===== src/hdl/sibc_params.svh =====
// Register indices, field positions, reset values and timing of the bus control block.
`ifndef SIBC_PARAMS_SVH
`define SIBC_PARAMS_SVH
`define SIBC_IDX_CTL1 10'h166
`define SIBC_IDX_CTL2 10'h167
`define SIBC_IDX_MODE2 10'h169
`define SIBC_IDX_STAT 10'h16f
`define SIBC_ADDR_HI_ZERO 20'h00000
`define SIBC_HTRANS_NONSEQ 2'h2
`define SIBC_HSIZE_WORD 3'h2
`define SIBC_CTL1_RESET 8'h00
`define SIBC_CTL2_RESET 8'h7d
`define SIBC_MODE2_RESET 8'h00
`define SIBC_C1_ENA 7
`define SIBC_C1_RCVINH 6
`define SIBC_C1_MST 5
`define SIBC_C1_DIR 4
`define SIBC_C2_BUSY 7
`define SIBC_C2_SSDIS 6
`define SIBC_C2_DRV 5
`define SIBC_C2_WP 4
`define SIBC_C2_CRST 1
`define SIBC_M2_I2C 0
`define SIBC_HALF_UNIT 10
`define SIBC_CNT_W 16
`endif


===== src/hdl/sibc_pkg.sv =====
// Types shared by the bus control block.
package sibc_pkg;
  typedef enum logic [2:0] {
    SS_IDLE,
    SS_PREP,
    SS_SETUP,
    SS_RISE,
    SS_EDGE,
    SS_HOLD
  } sibc_ss_state_t;
endpackage : sibc_pkg


===== src/hdl/sibc_sync3.sv =====
// Three-stage pin synchroniser that accepts a change once stages two and three agree.
`timescale 1ns/1ps
`default_nettype none
module sibc_sync3 #(
  parameter int WIDTH = 2,
  parameter logic [WIDTH-1:0] INIT = '1
) (
  input wire logic clk,
  input wire logic rst_n,
  input wire logic [WIDTH-1:0] d,
  output logic [WIDTH-1:0] q
);
  logic [WIDTH-1:0] s1_r;
  logic [WIDTH-1:0] s2_r;
  logic [WIDTH-1:0] s3_r;
  logic [WIDTH-1:0] q_r;
  logic [WIDTH-1:0] q_nxt;

  always_comb begin
    for (int i = 0; i < WIDTH; i++) begin
      q_nxt[i] = (s2_r[i] == s3_r[i]) ? s3_r[i] : q_r[i];
    end
  end

  always_ff @(posedge clk or negedge rst_n) begin
    if (!rst_n) begin
      s1_r <= INIT;
      s2_r <= INIT;
      s3_r <= INIT;
      q_r <= INIT;
    end else begin
      s1_r <= d;
      s2_r <= s1_r;
      s3_r <= s2_r;
      q_r <= q_nxt;
    end
  end

  assign q = q_r;
endmodule : sibc_sync3
`default_nettype wire


===== src/hdl/sibc_bus_control.sv =====
// Control and status logic of the dual-mode serial interface with an AHB-Lite slave.
// Overview of operation
// - Transfer clock select paces master bus timing.
// - Address match with read bit sets transmit.
// - Arbitration loss clears master and transmit bits.
// - Serial overrun in master receive clears master.
// - Disable or reset may disturb busy state.
// - Serial control reset keeps programmed registers.
// - Data drive applies only with protect zero.
// - Serial data drive reads and sets output.
// - Output keeps last bit; manual writes immediate.
// - Serial view reads fixed ones, disable ignored.
// - I2C control reset keeps programmed registers, clears busy and transfer, frees sequencer pins.
// - Clock monitor shows internal clock line level.
// - I2C data drive holds low or releases.
// - Busy write needs disable bit zero.
// - Busy follows start and stop on bus.
// - Busy write one starts, zero stops.
// - Manual start never enables transfers.
//
// The implementer's own choice: register access over AHB-Lite.
`timescale 1ns/1ps
`default_nettype none
`include "sibc_params.svh"
module sibc_bus_control #(
  parameter int HALF_UNIT = `SIBC_HALF_UNIT
) (
  input wire logic hclk,
  input wire logic hresetn,
  input wire logic hsel,
  input wire logic [31:0] haddr,
  input wire logic [1:0] htrans,
  input wire logic hwrite,
  input wire logic [2:0] hsize,
  input wire logic [31:0] hwdata,
  input wire logic hready,
  output logic hreadyout,
  output logic hresp,
  output logic [31:0] hrdata,
  input wire logic scl_in,
  input wire logic sda_in,
  output logic scl_out,
  output logic scl_oe,
  output logic sda_out,
  output logic sda_oe,
  output logic sdo,
  input wire logic tx_bit_valid,
  input wire logic tx_bit,
  input wire logic arb_lost,
  input wire logic overrun,
  input wire logic addr_valid,
  input wire logic [7:0] addr_byte,
  output logic [3:0] clock_select,
  output logic direction_select,
  output logic master_select,
  output logic receive_inhibit,
  output logic bus_interface_enable,
  output logic i2c_mode,
  output logic control_block_reset,
  output logic xfer_enable
);
  logic scl_s;
  logic sda_s;
  logic scl_d_r;
  logic sda_d_r;

  // Bus pins are pulled up, so the synchroniser starts from the idle level.
  sibc_sync3 #(.WIDTH(2), .INIT(2'h3)) u_sync (
    .clk(hclk),
    .rst_n(hresetn),
    .d({scl_in, sda_in}),
    .q({scl_s, sda_s})
  );

  // Bus slave: address phase captured, write applied in the data phase.
  logic dp_wr_r;
  logic dp_wr_nxt;
  logic [9:0] dp_idx_r;
  logic [9:0] dp_idx_nxt;
  logic [31:0] hrdata_r;
  logic [31:0] hrdata_nxt;
  logic ap_valid;
  logic [9:0] ap_idx;
  logic wr_en;
  logic [7:0] wdat;

  // Control registers and their next values.
  logic [7:0] ctl1_r;
  logic [7:0] ctl1_nxt;
  logic [7:0] mode_r;
  logic [7:0] mode_nxt;
  logic sdo_r;
  logic sdo_nxt;
  logic sda_hold_r;
  logic sda_hold_nxt;
  logic crst_r;
  logic crst_nxt;
  logic start_req_r;
  logic start_req_nxt;
  logic stop_req_r;
  logic stop_req_nxt;
  logic i2c;
  logic match;

  // Start and stop sequencer, bus state and pin drivers.
  sibc_pkg::sibc_ss_state_t ss_r;
  sibc_pkg::sibc_ss_state_t ss_nxt;
  logic kind_r;
  logic kind_nxt;
  logic [`SIBC_CNT_W-1:0] cnt_r;
  logic [`SIBC_CNT_W-1:0] cnt_nxt;
  logic [`SIBC_CNT_W-1:0] half_cycles;
  logic scl_low_r;
  logic scl_low_nxt;
  logic sda_fsm_r;
  logic sda_fsm_nxt;
  logic busy_r;
  logic busy_nxt;
  logic xfer_r;
  logic xfer_nxt;
  logic scl_oe_r;
  logic scl_oe_nxt;
  logic sda_oe_r;
  logic sda_oe_nxt;
  logic abort;

  assign ap_valid = hsel && hready && (htrans == `SIBC_HTRANS_NONSEQ) &&
                    (hsize == `SIBC_HSIZE_WORD) &&
                    (haddr[31:12] == `SIBC_ADDR_HI_ZERO);
  assign ap_idx = haddr[11:2];
  assign wr_en = dp_wr_r;
  assign wdat = hwdata[7:0];
  assign i2c = mode_r[`SIBC_M2_I2C];
  assign match = (addr_byte[7:1] == mode_r[7:1]) && addr_byte[0];
  // The divider setting scales the half period of the generated clock.
  assign half_cycles = `SIBC_CNT_W'((32'(ctl1_r[3:0]) + 32'd1) * HALF_UNIT);
  assign abort = crst_r || !ctl1_r[`SIBC_C1_ENA] || !i2c;

  always_comb begin
    ctl1_nxt = ctl1_r;
    mode_nxt = mode_r;
    sdo_nxt = sdo_r;
    sda_hold_nxt = sda_hold_r;
    crst_nxt = 1'b0;
    start_req_nxt = 1'b0;
    stop_req_nxt = 1'b0;
    if (wr_en) begin
      if (dp_idx_r == `SIBC_IDX_CTL1) begin
        ctl1_nxt = wdat;
      end else if (dp_idx_r == `SIBC_IDX_MODE2) begin
        mode_nxt = wdat;
      end else if (dp_idx_r == `SIBC_IDX_CTL2) begin
        crst_nxt = wdat[`SIBC_C2_CRST];
        if (!wdat[`SIBC_C2_WP]) begin
          if (i2c) begin
            sda_hold_nxt = !wdat[`SIBC_C2_DRV];
          end else begin
            sdo_nxt = wdat[`SIBC_C2_DRV];
          end
        end
        // In the serial view the disable bit is inert, so nothing starts.
        if (i2c && !wdat[`SIBC_C2_SSDIS]) begin
          start_req_nxt = wdat[`SIBC_C2_BUSY];
          stop_req_nxt = !wdat[`SIBC_C2_BUSY];
        end
      end
    end
    if (tx_bit_valid && !i2c) begin
      sdo_nxt = tx_bit;
    end
    // Hardware events land after the software write, so they win.
    if (arb_lost && i2c && ctl1_r[`SIBC_C1_MST]) begin
      ctl1_nxt[`SIBC_C1_MST] = 1'b0;
      ctl1_nxt[`SIBC_C1_DIR] = 1'b0;
    end
    if (overrun && !i2c && ctl1_r[`SIBC_C1_MST] && !ctl1_r[`SIBC_C1_DIR]) begin
      ctl1_nxt[`SIBC_C1_MST] = 1'b0;
    end
    if (addr_valid && i2c && match && !ctl1_r[`SIBC_C1_MST] &&
        !ctl1_r[`SIBC_C1_DIR]) begin
      ctl1_nxt[`SIBC_C1_DIR] = 1'b1;
    end
  end

  always_ff @(posedge hclk or negedge hresetn) begin
    if (!hresetn) begin
      ctl1_r <= `SIBC_CTL1_RESET;
      mode_r <= `SIBC_MODE2_RESET;
      sdo_r <= 1'b1;
      sda_hold_r <= 1'b0;
      crst_r <= 1'b0;
      start_req_r <= 1'b0;
      stop_req_r <= 1'b0;
    end else begin
      ctl1_r <= ctl1_nxt;
      mode_r <= mode_nxt;
      sdo_r <= sdo_nxt;
      sda_hold_r <= sda_hold_nxt;
      crst_r <= crst_nxt;
      start_req_r <= start_req_nxt;
      stop_req_r <= stop_req_nxt;
    end
  end

  // Read data is built from next values so a write followed at once by a
  // read of the same register returns the written contents, except the I2C data drive bit, which reads the old sda_oe_r.
  always_comb begin
    dp_wr_nxt = ap_valid && hwrite;
    dp_idx_nxt = ap_valid ? ap_idx : dp_idx_r;
    hrdata_nxt = hrdata_r;
    if (ap_valid && !hwrite) begin
      hrdata_nxt = 32'h0000_0000;
      if (ap_idx == `SIBC_IDX_CTL1) begin
        hrdata_nxt[7:0] = ctl1_nxt;
      end else if (ap_idx == `SIBC_IDX_MODE2) begin
        hrdata_nxt[7:0] = mode_nxt;
      end else if (ap_idx == `SIBC_IDX_STAT) begin
        hrdata_nxt[1:0] = {ss_r != sibc_pkg::SS_IDLE, xfer_r};
      end else if (ap_idx == `SIBC_IDX_CTL2) begin
        if (mode_nxt[`SIBC_M2_I2C]) begin
          hrdata_nxt[7:0] = {busy_r, 1'b1, !sda_oe_r, 1'b1, scl_s,
                             1'b1, 1'b0, 1'b1};
        end else begin
          hrdata_nxt[7:0] = {1'b0, 1'b1, sdo_nxt, 1'b1, 1'b1,
                             1'b1, 1'b0, 1'b1};
        end
      end
    end
  end

  always_ff @(posedge hclk or negedge hresetn) begin
    if (!hresetn) begin
      dp_wr_r <= 1'b0;
      dp_idx_r <= 10'h000;
      hrdata_r <= 32'h0000_0000;
    end else begin
      dp_wr_r <= dp_wr_nxt;
      dp_idx_r <= dp_idx_nxt;
      hrdata_r <= hrdata_nxt;
    end
  end

  always_comb begin
    ss_nxt = ss_r;
    kind_nxt = kind_r;
    cnt_nxt = (cnt_r != '0) ? cnt_r - `SIBC_CNT_W'(1) : cnt_r;
    scl_low_nxt = scl_low_r;
    sda_fsm_nxt = sda_fsm_r;
    xfer_nxt = xfer_r;
    busy_nxt = busy_r;
    if (scl_s && scl_d_r && sda_d_r && !sda_s) begin
      busy_nxt = 1'b1;
    end else if (scl_s && scl_d_r && !sda_d_r && sda_s) begin
      busy_nxt = 1'b0;
    end
    unique case (ss_r)
      sibc_pkg::SS_IDLE: begin
        if (start_req_r || stop_req_r) begin
          kind_nxt = start_req_r;
          cnt_nxt = half_cycles;
          ss_nxt = sibc_pkg::SS_PREP;
          // Pulling the clock low first keeps a stop from reading as a start.
          if (stop_req_r) begin
            scl_low_nxt = 1'b1;
          end
        end
      end
      sibc_pkg::SS_PREP: begin
        if (cnt_r == '0) begin
          sda_fsm_nxt = !kind_r;
          cnt_nxt = half_cycles;
          ss_nxt = sibc_pkg::SS_SETUP;
        end
      end
      sibc_pkg::SS_SETUP: begin
        if (cnt_r == '0) begin
          scl_low_nxt = 1'b0;
          ss_nxt = sibc_pkg::SS_RISE;
        end
      end
      sibc_pkg::SS_RISE: begin
        // A peer may stretch the clock; wait until the line is really high.
        if (scl_s) begin
          cnt_nxt = half_cycles;
          ss_nxt = sibc_pkg::SS_EDGE;
        end
      end
      sibc_pkg::SS_EDGE: begin
        if (cnt_r == '0) begin
          sda_fsm_nxt = kind_r;
          cnt_nxt = half_cycles;
          ss_nxt = sibc_pkg::SS_HOLD;
        end
      end
      sibc_pkg::SS_HOLD: begin
        if (cnt_r == '0) begin
          scl_low_nxt = kind_r;
          xfer_nxt = kind_r;
          ss_nxt = sibc_pkg::SS_IDLE;
        end
      end
    endcase
    // Disable and control reset drop the busy state to a known zero.
    if (abort) begin
      ss_nxt = sibc_pkg::SS_IDLE;
      scl_low_nxt = 1'b0;
      sda_fsm_nxt = 1'b0;
      xfer_nxt = 1'b0;
      busy_nxt = 1'b0;
      cnt_nxt = '0;
    end
    scl_oe_nxt = i2c && ctl1_nxt[`SIBC_C1_ENA] && scl_low_nxt;
    sda_oe_nxt = i2c && ctl1_nxt[`SIBC_C1_ENA] &&
                 (sda_hold_nxt || sda_fsm_nxt);
  end

  always_ff @(posedge hclk or negedge hresetn) begin
    if (!hresetn) begin
      ss_r <= sibc_pkg::SS_IDLE;
      kind_r <= 1'b0;
      cnt_r <= '0;
      scl_low_r <= 1'b0;
      sda_fsm_r <= 1'b0;
      xfer_r <= 1'b0;
      busy_r <= 1'b0;
      scl_d_r <= 1'b1;
      sda_d_r <= 1'b1;
      scl_oe_r <= 1'b0;
      sda_oe_r <= 1'b0;
    end else begin
      ss_r <= ss_nxt;
      kind_r <= kind_nxt;
      cnt_r <= cnt_nxt;
      scl_low_r <= scl_low_nxt;
      sda_fsm_r <= sda_fsm_nxt;
      xfer_r <= xfer_nxt;
      busy_r <= busy_nxt;
      scl_d_r <= scl_s;
      sda_d_r <= sda_s;
      scl_oe_r <= scl_oe_nxt;
      sda_oe_r <= sda_oe_nxt;
    end
  end

  // Open-drain pins only ever drive low; the level sits in the enable.
  assign scl_out = 1'b0;
  assign sda_out = 1'b0;
  assign scl_oe = scl_oe_r;
  assign sda_oe = sda_oe_r;
  assign sdo = sdo_r;
  assign hreadyout = 1'b1;
  assign hresp = 1'b0;
  assign hrdata = hrdata_r;
  assign clock_select = ctl1_r[3:0];
  assign direction_select = ctl1_r[`SIBC_C1_DIR];
  assign master_select = ctl1_r[`SIBC_C1_MST];
  assign receive_inhibit = ctl1_r[`SIBC_C1_RCVINH];
  assign bus_interface_enable = ctl1_r[`SIBC_C1_ENA];
  assign i2c_mode = i2c;
  assign control_block_reset = crst_r;
  assign xfer_enable = xfer_r;
endmodule : sibc_bus_control
`default_nettype wire


===== config.mk =====
export PLATFORM = sky130hd
export DESIGN_NAME = sibc_bus_control
export DESIGN_NICKNAME = d
export VERILOG_FILES = /design/src/hdl/sibc_pkg.sv /design/src/hdl/sibc_sync3.sv /design/src/hdl/sibc_bus_control.sv
export VERILOG_INCLUDE_DIRS = /design/src /design/src/hdl
export SDC_FILE = /design/constraint.sdc
export NUM_CORES = 1
export LEC_CHECK = 0
export BUFFER_PORTS_ARGS = -buffer_cell sky130_fd_sc_hd__buf_4
export CAP_MARGIN = 15
export CORE_MARGIN = 2
export CORE_UTILIZATION = 46
export CTS_CLUSTER_SIZE = 16
export DETAILED_ROUTE_END_ITERATION = 10
export PLACE_DENSITY_LB_ADDON = 0.12
export SLEW_MARGIN = 20
export SYNTH_ARGS = -nofsm -noshare
export SYNTH_HDL_FRONTEND = slang
export SYNTH_SLANG_ARGS = --single-unit

===== constraint.sdc =====
create_clock -name hclk -period 2.3 [get_ports hclk]
set_clock_uncertainty 0.2 [all_clocks]
set_input_delay 0.115 -clock hclk [delete_from_list [all_inputs] [get_ports hclk]]
set_output_delay 0.115 -clock hclk [all_outputs]
set_load 0.05 [all_outputs]

==> Word level (Yosys, flattened, before mapping) <==
Index checks and enable logic that the tools add are counted.
{ "word_totals": {"regBits": 76, "inputBits": 89, "output_inout_bits": 50, "wordCells": 177} }
{ "classes": {"add_sub_neg": 2, "multipliers": 1, "eq_ne": 23, "mux": 71, "n_reduce_logical": 54} }
{ "op_table": {"columns": ["cell", "n"], "rows": [
  ["16-bit two-way mux", 5],
  ["8-bit two-way mux", 9],
  ["10-bit by 9-bit equality test with 1-bit output, second input constant", 7],
  ["16-bit case mux with 3 select lines", 1],
  ["1-bit two-way mux", 43],
  ["1-bit logical AND", 26],
  ["3-bit two-way mux", 7],
  ["20-bit zero test", 1],
  ["3-bit case mux with 6 select lines", 1],
  ["16-bit zero test", 1],
  ["16-bit nonzero test", 1],
  ["16-bit by 1-bit subtractor with 16-bit output, second input constant", 1],
  ["3-bit != test, second input constant", 5],
  ["1-bit zero test", 12],
  ["3-bit by 2-bit equality test with 1-bit output, second input constant", 3],
  ["5-bit by 3-bit multiplier with 8-bit output, second input constant", 1],
  ["7-bit equality test", 1],
  ["3-bit equality test, second input constant", 2],
  ["6-bit two-way mux", 1],
  ["6-bit AND reduction", 1],
  ["3-bit nonzero test", 2],
  ["4-bit by 1-bit adder with 5-bit output, second input constant", 1],
  ["1-bit logical OR", 4],
  ["2-bit two-way mux", 2],
  ["other kinds (10)", 13]
]} }

==> Depth between registers and ports, before layout <==
Gate-level depths: netlist of the first run.
{ "logic_depth": {"word_depth": 12, "ltp_mapped": 9, "ltp_nobuf": 9} }

==> Hierarchy <==
A second synthesis of the first run with hierarchy kept.
{ "unflattened": {"cells_unflattened": 411, "hier_area_um2": 4369.2} }
{ "modules_own_cells": {"columns": ["mod", "n_inst", "cells_each", "area_each_um2", "seq_area_each_um2"], "rows": [
  ["sibc_bus_control", 1, 401, 4136.5, 1705.4],
  ["sibc_sync3", 1, 10, 232.7, 210.2]
]} }

==> Least setup slack after synthesis of the first run <==
OpenSTA, ideal clock, no wires.
{ "synth_path": {"path_kind": "flip-flop to flip-flop", "from": "register ctl1_r[2]", "to": "register cnt_r[8]", "setup_time_ns": 0.152, "t_arrival_ns": 2.293, "t_required_ns": 1.948, "slack_ns": -0.345, "path_stages_with_launch": 9, "n_path_buf": 0, "period_less_slack_ns": 2.645, "path_cell_list": "dfrtp_1 nand3_1 xnor2_1 ha_1 ha_1 fa_1 a21o_1 a31oi_1 a211oi_1"} }
{ "synth_between": {"elab_chain_cells": 5, "elab_cells_between_ends": 7, "classes_between": "add/sub (1); mul (1); mux (5)"} }
{ "synth_lines": {"columns": ["item", "line_no", "source"], "rows": [
  ["start: declaration", "sibc_bus_control.sv:88", "logic [7:0] ctl1_r;"],
  ["start signal: assignment", "sibc_bus_control.sv:187", "ctl1_r <= `SIBC_CTL1_RESET;"],
  ["start signal: assignment", "sibc_bus_control.sv:195", "ctl1_r <= ctl1_nxt;"],
  ["4-bit by 1-bit adder with 5-bit output (*)", "sibc_bus_control.sv:136", "assign half_cycles = `SIBC_CNT_W'((32'(ctl1_r[3:0]) + 32'd1) * HALF_UNIT);"],
  ["5-bit by 3-bit multiplier with 8-bit output (*)", "sibc_bus_control.sv:136", null],
  ["16-bit two-way mux, on equally long branches", null, null],
  ["16-bit case mux with 3 select lines (*)", "sibc_bus_control.sv:256", "unique case (ss_r)"],
  ["16-bit two-way mux (*)", "sibc_bus_control.sv:304", "if (abort) begin"],
  ["via cnt_nxt[8]", "sibc_bus_control.sv:111", "logic [`SIBC_CNT_W-1:0] cnt_nxt;"],
  ["end signal: assignment", "sibc_bus_control.sv:333", "cnt_r <= cnt_nxt;"],
  ["end: declaration", "sibc_bus_control.sv:110", "logic [`SIBC_CNT_W-1:0] cnt_r;"]
]} }
The timed path passes the listed nets; every way through them passes the cells marked *.
A chain may end at the register's enable or synchronous reset.

==> Final worst setup path of the first run <==
{ "layout_path": {"from": "register cnt_r[9]", "to": "register sda_oe_r, in the netlist sda_oe"} }
{ "layout_between": {"elab_chain_cells": 6, "elab_cells_between_ends": 7, "classes_between": "mux (4); reduce/logical (3)"} }
{ "layout_lines": {"columns": ["item", "line_no", "source"], "rows": [
  ["16-bit zero test (*)", "sibc_bus_control.sv:269, sibc_bus_control.sv:289", null],
  ["1-bit two-way mux, on equally long branches", "sibc_bus_control.sv:289, sibc_bus_control.sv:269", null],
  ["1-bit case mux with 2 select lines (*)", "sibc_bus_control.sv:256", null],
  ["1-bit two-way mux (*)", "sibc_bus_control.sv:304", null],
  ["1-bit logical OR (*)", "sibc_bus_control.sv:314", "(sda_hold_nxt || sda_fsm_nxt);"],
  ["1-bit logical AND (*)", "sibc_bus_control.sv:313", "sda_oe_nxt = i2c && ctl1_nxt[`SIBC_C1_ENA] &&"],
  ["via sda_oe_nxt", "sibc_bus_control.sv:124", "logic sda_oe_nxt;"],
  ["end signal: assignment", "sibc_bus_control.sv:341", "sda_oe_r <= sda_oe_nxt;"],
  ["end: declaration", "sibc_bus_control.sv:123", "logic sda_oe_r;"]
]} }
Marked as above.

==> metrics.md, run 1 <==
| Metric | Value |
|---|---|
| Min Clock Period, post-route | 2320 ps |
| HPWL after DPL | roughly 8 mm |
| Final Max Tran Viols | 0 |
| Largest net degree at the start of global routing | 34 |
| H-tree levels | 3 |
| Logic pwr share | 0.389 |
| F_max | about 430 MHz |
| Clock Latency Late Sink | 340 ps |
| Drt pass-1 iters | 4 |
| FP Rows | 34 |
| Switching pwr | 1.53 mW |
| Clock tree buffer depth | 2 |
| Grt ovf | 0 |
| Clk pwr share | 0.288 |
| Slew @ Worst Pin | 557 ps |
| DR vias | around 3600 |
| Final setup violation count | 1 |
| Wirelength, routed | 11.0 mm |
| Initial Util | 0.477 |
| Startpoint Class | flip-flop |
| Final antenna-violating net count | 0 |
| Vias in the first global route | about 3700 |
| DR top layer | met4 |
| Max capacitance violation total | 0 |
| Post-DR wirelength/cell | 16.3 microns |
| Mux cell area share after synthesis | 0.0733 |
| Port Buf Inserts | 84 |
| Flop-to-flop setup slack | -20 ps |
| Setup WS post-layout | -17.7 ps |
| Routed met2 length | 5.29 mm |
| Drt via density | between 5 and 6 |
| Peak VDD IR | a little under 0.4 mV |
| Die height | 99.5 microns |
| Routed met3 length | 680 microns |
| Min Hold Slack | 53.5 ps |
| Reg-to-reg endpoint | sda_oe$_DFF_PN0_ |
| First-pass GRT wire length | about 18 mm |
| Num CTS Buffers | 9 |
| Cells after synthesis | between 400 and 500 |
| Share of cells above drive strength 1 | 0.393 |
| Post-synth EDFFs | 0 |
| Num Clock Sinks | 76 |
| Die area | 0.00991 sq mm |
| Clock transition at the registers of the reported paths | 80 ps |
| Hold crit path type | in2async |
| Compound-Gate Fraction of Synth Area | 0.118 |
| Tot GR Track Use | 0.233 |
| Initial antenna violation count | 0 |
| Xor and xnor fraction of the mapped netlist area | 0.0459 |
| Synth Area in Simple Gates | 0.196 |
| CORE AREA | 0.00881 sq mm |
| P_int | 3.17 mW |
| Leakage | 2.82 nW |
| Area of the mapped netlist | 0.00420 sq mm |
| Synth unique cells | 67 |
| Yosys warning total | 0 |
| CTS tree | yes |
| Main synth FF type | dfrtp_1 |
| Power Total | around 4.7 mW |
| WS Path Type | reg2reg |
| Initial DRC count | 167 |
| Inserted Diodes | 0 |
| Largest family of logic cells by synthesized area | simple AND/OR/NAND/NOR gates |
| Crit path DAT | 2320 ps |
| Die width | 99.5 microns |
| GPL Wtd Cong | 0.864 |
| Outcome | finished, violations left |
| Setup TNS | -17.7 ps |
| Area share of fa/ha/maj cells after synthesis | 0.0364 |
| DRC viols | 0 |
| Sequential power share | 0.322 |
| Period utilization | 1.01 |
| Crit path required time | 2300 ps |
| Async S/R FF share, synth | 1.00 |
| Max_slew headroom | 0.626 |
| Register bit total from synthesis | 76 |
| Switching Fraction | 0.326 |
| Final hold violations | 0 |
| Fin nets | 662 |
| M1 WL | 4.95 mm |
| R2r startpoint | cnt_r[9]$_DFF_PN0_ |
| Area Growth Syn to Fin | 39.1% |
| Failing checks | negative setup slack |
| Synth Area per Inst | 10.4 sq um |
| Seq/Total Area, Yosys | 0.456 |
| R2R depth | 6 |
| # IOs | 139 |
| RSZ-0062 raised after global routing | yes |
| Critical-path maximum fanout | 4 |
| Power Density | 806 mW/mm^2 |
| Worst setup EP type | flip-flop |
| Clk Tree Root Cell | clkbuf_8 |
timing repair:
action | 4_1_cts | 5_1_grt
hold buffers | 24 | 0
hold endpoints to repair | 98 | 0
setup endpoints to repair | 21 | 28
resized for setup | 7 | 8
pin swaps | 2 | 6
buffers inserted | 3 | 3
how the worst max path moves through the flow:
stage                                   from  depth (start not counted)                to  slack [ps]
after detailed placement  cnt_r[1]$_DFF_PN0_                          8  sda_oe$_DFF_PN0_        -110
final                     cnt_r[9]$_DFF_PN0_                          6  sda_oe$_DFF_PN0_         -20
after floorplan           cnt_r[1]$_DFF_PN0_                          8  sda_oe$_DFF_PN0_         -60
after CTS                 cnt_r[1]$_DFF_PN0_                          8  sda_oe$_DFF_PN0_         -40
after global routing      cnt_r[6]$_DFF_PN0_                          6  sda_oe$_DFF_PN0_        -120
after global placement    cnt_r[0]$_DFF_PN0_                          8  sda_oe$_DFF_PN0_         -50
layer usage:
layer | global-route usage | vias up
met4 | 0.0748 | 0
met2 | 0.380 | 139
met1 | 0.316 | 1732
met5 | 0 | -
li1 | - | 1743
met3 | 0.0436 | 9
synthesized netlist by cell type (3+ instances only):
| library cell | number | area [sq um] |
|---|---|---|
| nand2b_1 | 7 | 43.8 |
| or3_1 | 3 | 18.8 |
| nand4_1 | 4 | 25.0 |
| a22o_1 | 3 | 26.3 |
| dfrtp_1 | 65 | 1630 |
| mux2i_1 | 6 | 60.1 |
| a21oi_1 | 12 | 60.1 |
| a21o_1 | 5 | 37.5 |
| nor4bb_1 | 3 | 30.0 |
| clkbuf_1 | 9 | 33.8 |
| and2_1 | 4 | 25.0 |
| a22oi_1 | 3 | 22.5 |
| nor4_1 | 12 | 75.1 |
| buf_4 | 28 | 210 |
| nor2_1 | 31 | 116 |
| a211oi_1 | 5 | 37.5 |
| xnor2_1 | 11 | 96.3 |
| or4_1 | 4 | 30.0 |
| nor3b_1 | 8 | 60.1 |
| or3b_2 | 3 | 26.3 |
| or2_2 | 3 | 18.8 |
| xor2_1 | 11 | 96.3 |
| mux2_2 | 22 | 248 |
| ha_1 | 9 | 113 |
| and4_1 | 3 | 26.3 |
| nand2_1 | 20 | 75.1 |
| a31oi_1 | 7 | 43.8 |
| a221oi_1 | 4 | 35.0 |
| inv_1 | 13 | 48.8 |
| nand3_1 | 12 | 60.1 |
| nor3_1 | 12 | 60.1 |
| dfstp_2 | 11 | 289 |
| o21ai_0 | 4 | 20.0 |
cell usage in the layout, fill, tap and decap left out, drive strengths merged, types with 5 or more instances in the layout:
| cell | instances |
|---|---|
| ha | 9 |
| a211oi | 5 |
| nor2 | 31 |
| buf | 138 |
| dfrtp | 65 |
| conb | 28 |
| a21oi | 12 |
| mux2i | 6 |
| mux2 | 22 |
| nand3 | 12 |
| dlygate4sd3 | 24 |
| xor2 | 11 |
| clkbuf | 12 |
| o21ai | 5 |
| nor3 | 12 |
| nor4 | 13 |
| dfstp | 11 |
| xnor2 | 11 |
| nand2 | 20 |
| a21o | 5 |
| nor3b | 8 |
| inv | 14 |
| nand2b | 7 |
| a31oi | 7 |
final cells by class:
cell class                 instances  area (sq um)
clock buffer                      12           145
clock inverter                     4           120
fill                             679          2970
inverter                          14          52.6
multi-input combinational        300          2180
sequential                        76          1920
tap                              108           135
timing repair buffer             162          1290
power by group through the flow:
stage	Combinational, mW	Sequential (mW)	Clock [mW]
after CTS	1.78	1.52	1.37
after global routing	2.03	1.53	1.43
after floorplan	1.04	1.60	0
after detailed placement	1.65	1.54	0
final	1.83	1.52	1.36
after global placement	1.62	1.54	0
flip-flops by register name (all words and copies together), names as in the netlist, 2 cells and up:
| name | cells |
|---|---|
| cnt_r | 16 |
| dp_idx_r | 10 |
| ctl1_r | 8 |
| hrdata | 8 |
| mode_r | 8 |
| ss_r | 3 |
| u_sync.q | 2 |
| u_sync.s1_r | 2 |
| u_sync.s2_r | 2 |
| u_sync.s3_r | 2 |
metrics by stage:
stage	utilization	std cells	worst slack, ps	area [sq um]
after floorplan	-	429	-61.3	4340
after global placement	0.593	630	-51.0	5220
after detailed placement	0.593	630	-108	5220
after CTS	0.656	673	-36.9	5780
after global routing	0.663	676	-122	5840
final	0.663	676	-17.7	5840
cell families (layout without fill, tap and decap cells):
group / count (synthesis) / after routing
AND/OR/NAND/NOR: 143 / 143
flip-flops: 76 / 76
AO/OA/AOI/OAI: 67 / 67
buffers and inverters: 53 / 192
multiplexers: 28 / 28
XOR/XNOR: 22 / 22
adder cells (fa/ha/maj): 12 / 12
other: 2 / 28
worst max-delay path, cell delays in order (launching register included):
cell	delay (ps)
dfrtp_1	380
or4_4	590
nor4_4	330
inv_2	100
o32a_1	300
o211ai_2	150
a31oi_1	110
No activity file was read; power rests on OpenSTA's default activity.
==> run 2, diff against run 1 <==
Settings changed: CORE_ASPECT_RATIO from default to 1.5, CORE_UTILIZATION 46 to 45.
==> metrics.md, run 2 (synthesized netlist as in run 1, its figures left out) <==
| Metric | Value |
|---|---|
| Outcome | finished, violations left |
| Failing checks | negative setup slack |
| FP Rows | 43 (+26%) |
| Share of cells above drive strength 1 | 0.418 (+0.0252) |
| Grt ovf | 0 (unchanged) |
| F_max | 425 MHz (-1.6%) |
| Final setup violation count | 5 (+4) |
| Placed cell count | 638 (+1.3%) |
| Die area | 0.0101 sq mm (+2.3%) |
| Vias in the first global route | 3799 (+3.1%) |
| DR vias | 3668 (+1.2%) |
| Clk pwr share | 0.280 (-0.008) |
| CORE AREA | 0.00915 sq mm (+3.9%) |
| Max incr delay on CP | 400 ps (-190 ps) |
| Number of flip-flops in the largest register | 16 (unchanged) |
| Die width | 82.9 microns (-17%) |
| Switching Fraction | 0.344 (+0.0181) |
| Clock tree buffer depth | 2 (unchanged) |
| Clk Tree Root Cell | clkbuf_16 |
| Most frequent cells in the layout | buf_4, dfrtp_1, nor2_1 |
| Largest regs | cnt_r (16), dp_idx_r (10) |
| Initial antenna violation count | 0 (unchanged) |
| Initial Util | 0.459 (-0.0177) |
| Place WS | -67.4 ps (+40.2 ps) |
| First-pass GRT wire length | 18.5 mm (+2.4%) |
| P_int | 3.37 mW (+6.2%) |
| Startpoint Class | flip-flop |
| Max_slew headroom | 0.604 (-0.0224) |
| Num Clock Sinks | 76 (unchanged) |
| Fin nets | 666 (+0.60%) |
| Setup WS post-layout | -54.3 ps (-36.6 ps) |
| Max capacitance violation total | 0 (unchanged) |
| HPWL after DPL | 8.63 mm (+7.6%) |
| Initial DRC count | 141 (-16%) |
| CTS tree | yes |
| Crit path required time | 2320 ps (+20 ps) |
| Peak VDD IR | 0.660 mV (+67%) |
| Power Density | 860 mW/mm^2 (+6.6%) |
| RSZ-0062 raised after global routing | yes |
| Drt pass-1 iters | 4 (unchanged) |
| # IOs | 139 (unchanged) |
| Period utilization | 1.02 (+0.0159) |
| Drt via density | 5.36 (about the same) |
| DRC viols | 0 (unchanged) |
| Min Clock Period, post-route | 2350 ps (+36.6 ps) |
| Worst setup EP type | flip-flop |
| Area Growth Syn to Fin | 42.4% |
| Critical-path maximum fanout | 3 (-1) |
| Clock Latency Late Sink | 340 ps (about the same) |
| Final non-filler cell total | 684 (+1.2%) |
| Crit path cell chain | inv_2 > ha_4 > or3b_4 > nor4_4 > buf_4 > buf_6 > nand2_1 > a21boi_1 > o221a_2 |
| Final hold violations | 0 (unchanged) |
| Final antenna-violating net count | 0 (unchanged) |
| Slew @ Worst Pin | 592 ps (+35.2 ps) |
| Leakage | 2.86 nW (+1.6%) |
| Slowest stage cell, crit path | dfrtp_1 |
| Switching pwr | 1.77 mW (+15%) |
| Logic pwr share | 0.424 (+0.035) |
| Top Family by Delay on Critical Path | simple AND/OR/NAND/NOR gates |
| Sequential power share | 0.296 (-0.026) |
| H-tree levels | 3 (unchanged) |
| Tot GR Track Use | 0.235 (+0.00190) |
| WS Path Type | reg2reg |
| Num CTS Buffers | 9 (unchanged) |
| Hold crit path type | in2reg |
| GPL Wtd Cong | 0.908 (+5.2%) |
| Die height | 122 microns (+23%) |
| Largest net degree at the start of global routing | 40 (+18%) |
| Clock transition at the registers of the reported paths | 70 ps (about the same) |
| Final Max Tran Viols | 0 (unchanged) |
| Inserted Diodes | 0 (unchanged) |
| Post-DR wirelength/cell | 17.1 microns (+4.6%) |
| Port Buf Inserts | 84 (unchanged) |
| Leading cell type in the layout, fill and taps excluded | buf_4 |
| Most flop-heavy register | cnt_r |
| Wirelength, routed | 11.7 mm (+5.8%) |
| WP buf/inv | 3 (+2) |
| Crit path DAT | 2380 ps (+60 ps) |
## run 2: cell count changes in the layout (fill, tap and decap cells not counted), moves of 3 or more
cell       delta
clkbuf_8     -10
clkbuf_16     +9
buf_6         +4
bufinv_16     -3
## run 2: final cells by class
| cell class | count | area, sq um |
|---|---|---|
| Clock inverter | 7 | 76.3 |
| Inverter | 14 | 52.6 |
| Clock buffer | 9 | 225 |
| Fill cell | 746 | 3170 |
| Sequential cell | 76 | 1920 |
| Multi-Input combinational cell | 300 | 2240 |
| Timing Repair Buffer | 166 | 1320 |
| Tap cell | 112 | 140 |
## run 2: through the flow
| stage | utilization | power (mW) | TNS, ps | cell area [sq um] | hold WS [ps] |
|---|---|---|---|---|---|
| floorplan | - | 2.64 | -118 | 4340 | -381 |
| global placement | 0.573 | 3.29 | -53.3 | 5250 | -77.2 |
| detailed placement | 0.573 | 3.32 | -247 | 5250 | -76.2 |
| CTS | 0.639 | 4.94 | -109 | 5840 | 0.984 |
| global route | 0.653 | 5.41 | -889 | 5980 | 22.6 |
| finish | 0.653 | 5.14 | -146 | 5980 | 12.0 |
## run 2: worst reg2reg max path, cell delays in order (launching register included)
cell,delay (ps)
dfrtp_1,400
inv_2,90
ha_4,120
or3b_4,390
nor4_4,340
buf_4,180
buf_6,100
nand2_1,60
a21boi_1,130
o221a_2,240
## run 2: metal layers
metal | wire (microns) | GRT usage | vias up
met5 | 0 | 0 | -
met4 | 294 | 0.0984 | 0
met3 | 414 | 0.0464 | 20
met2 | 6680 | 0.452 | 100
met1 | 4290 | 0.248 | 1808
li1 | - | - | 1740
## run 2: path summary, 6_finish.rpt
check	start	end	slack, ps	cells after the start
setup / recovery	cnt_r[0]$_DFF_PN0_	ss_r[0]$_DFFE_PN0P_	-50	9
hold / removal	hwdata[4]	ctl1_r[4]$_DFF_PN0_	10	3
setup reg to reg	cnt_r[0]$_DFF_PN0_	ss_r[0]$_DFFE_PN0P_	-50	9
hold reg to reg	u_sync.s1_r[1]$_DFF_PN1_	u_sync.s2_r[1]$_DFF_PN1_	160	0
max in group asynchronous	hresetn	u_sync.q[1]$_DFFE_PN1N_	1150	3
min in group asynchronous	hresetn	mode_r[7]$_DFF_PN0_	90	2
## run 2: repair_timing
item / in CTS / in global routing
pin swaps: 8 / 9
hold endpoints to repair: 92 / 0
hold buffers: 23 / 0
setup endpoints to repair: 14 / 24
gates resized for setup: 10 / 24
gates cloned: 1 / 0
setup buffers: 4 / 2
## run 2: power groups by stage
stage | clock (mW) | combinational, mW | sequential [mW]
after floorplan | 0 | 1.04 | 1.60
after detailed placement | 0 | 1.78 | 1.54
after CTS | 1.46 | 1.96 | 1.52
after global placement | 0 | 1.75 | 1.53
final | 1.44 | 2.18 | 1.52
after global routing | 1.52 | 2.36 | 1.53
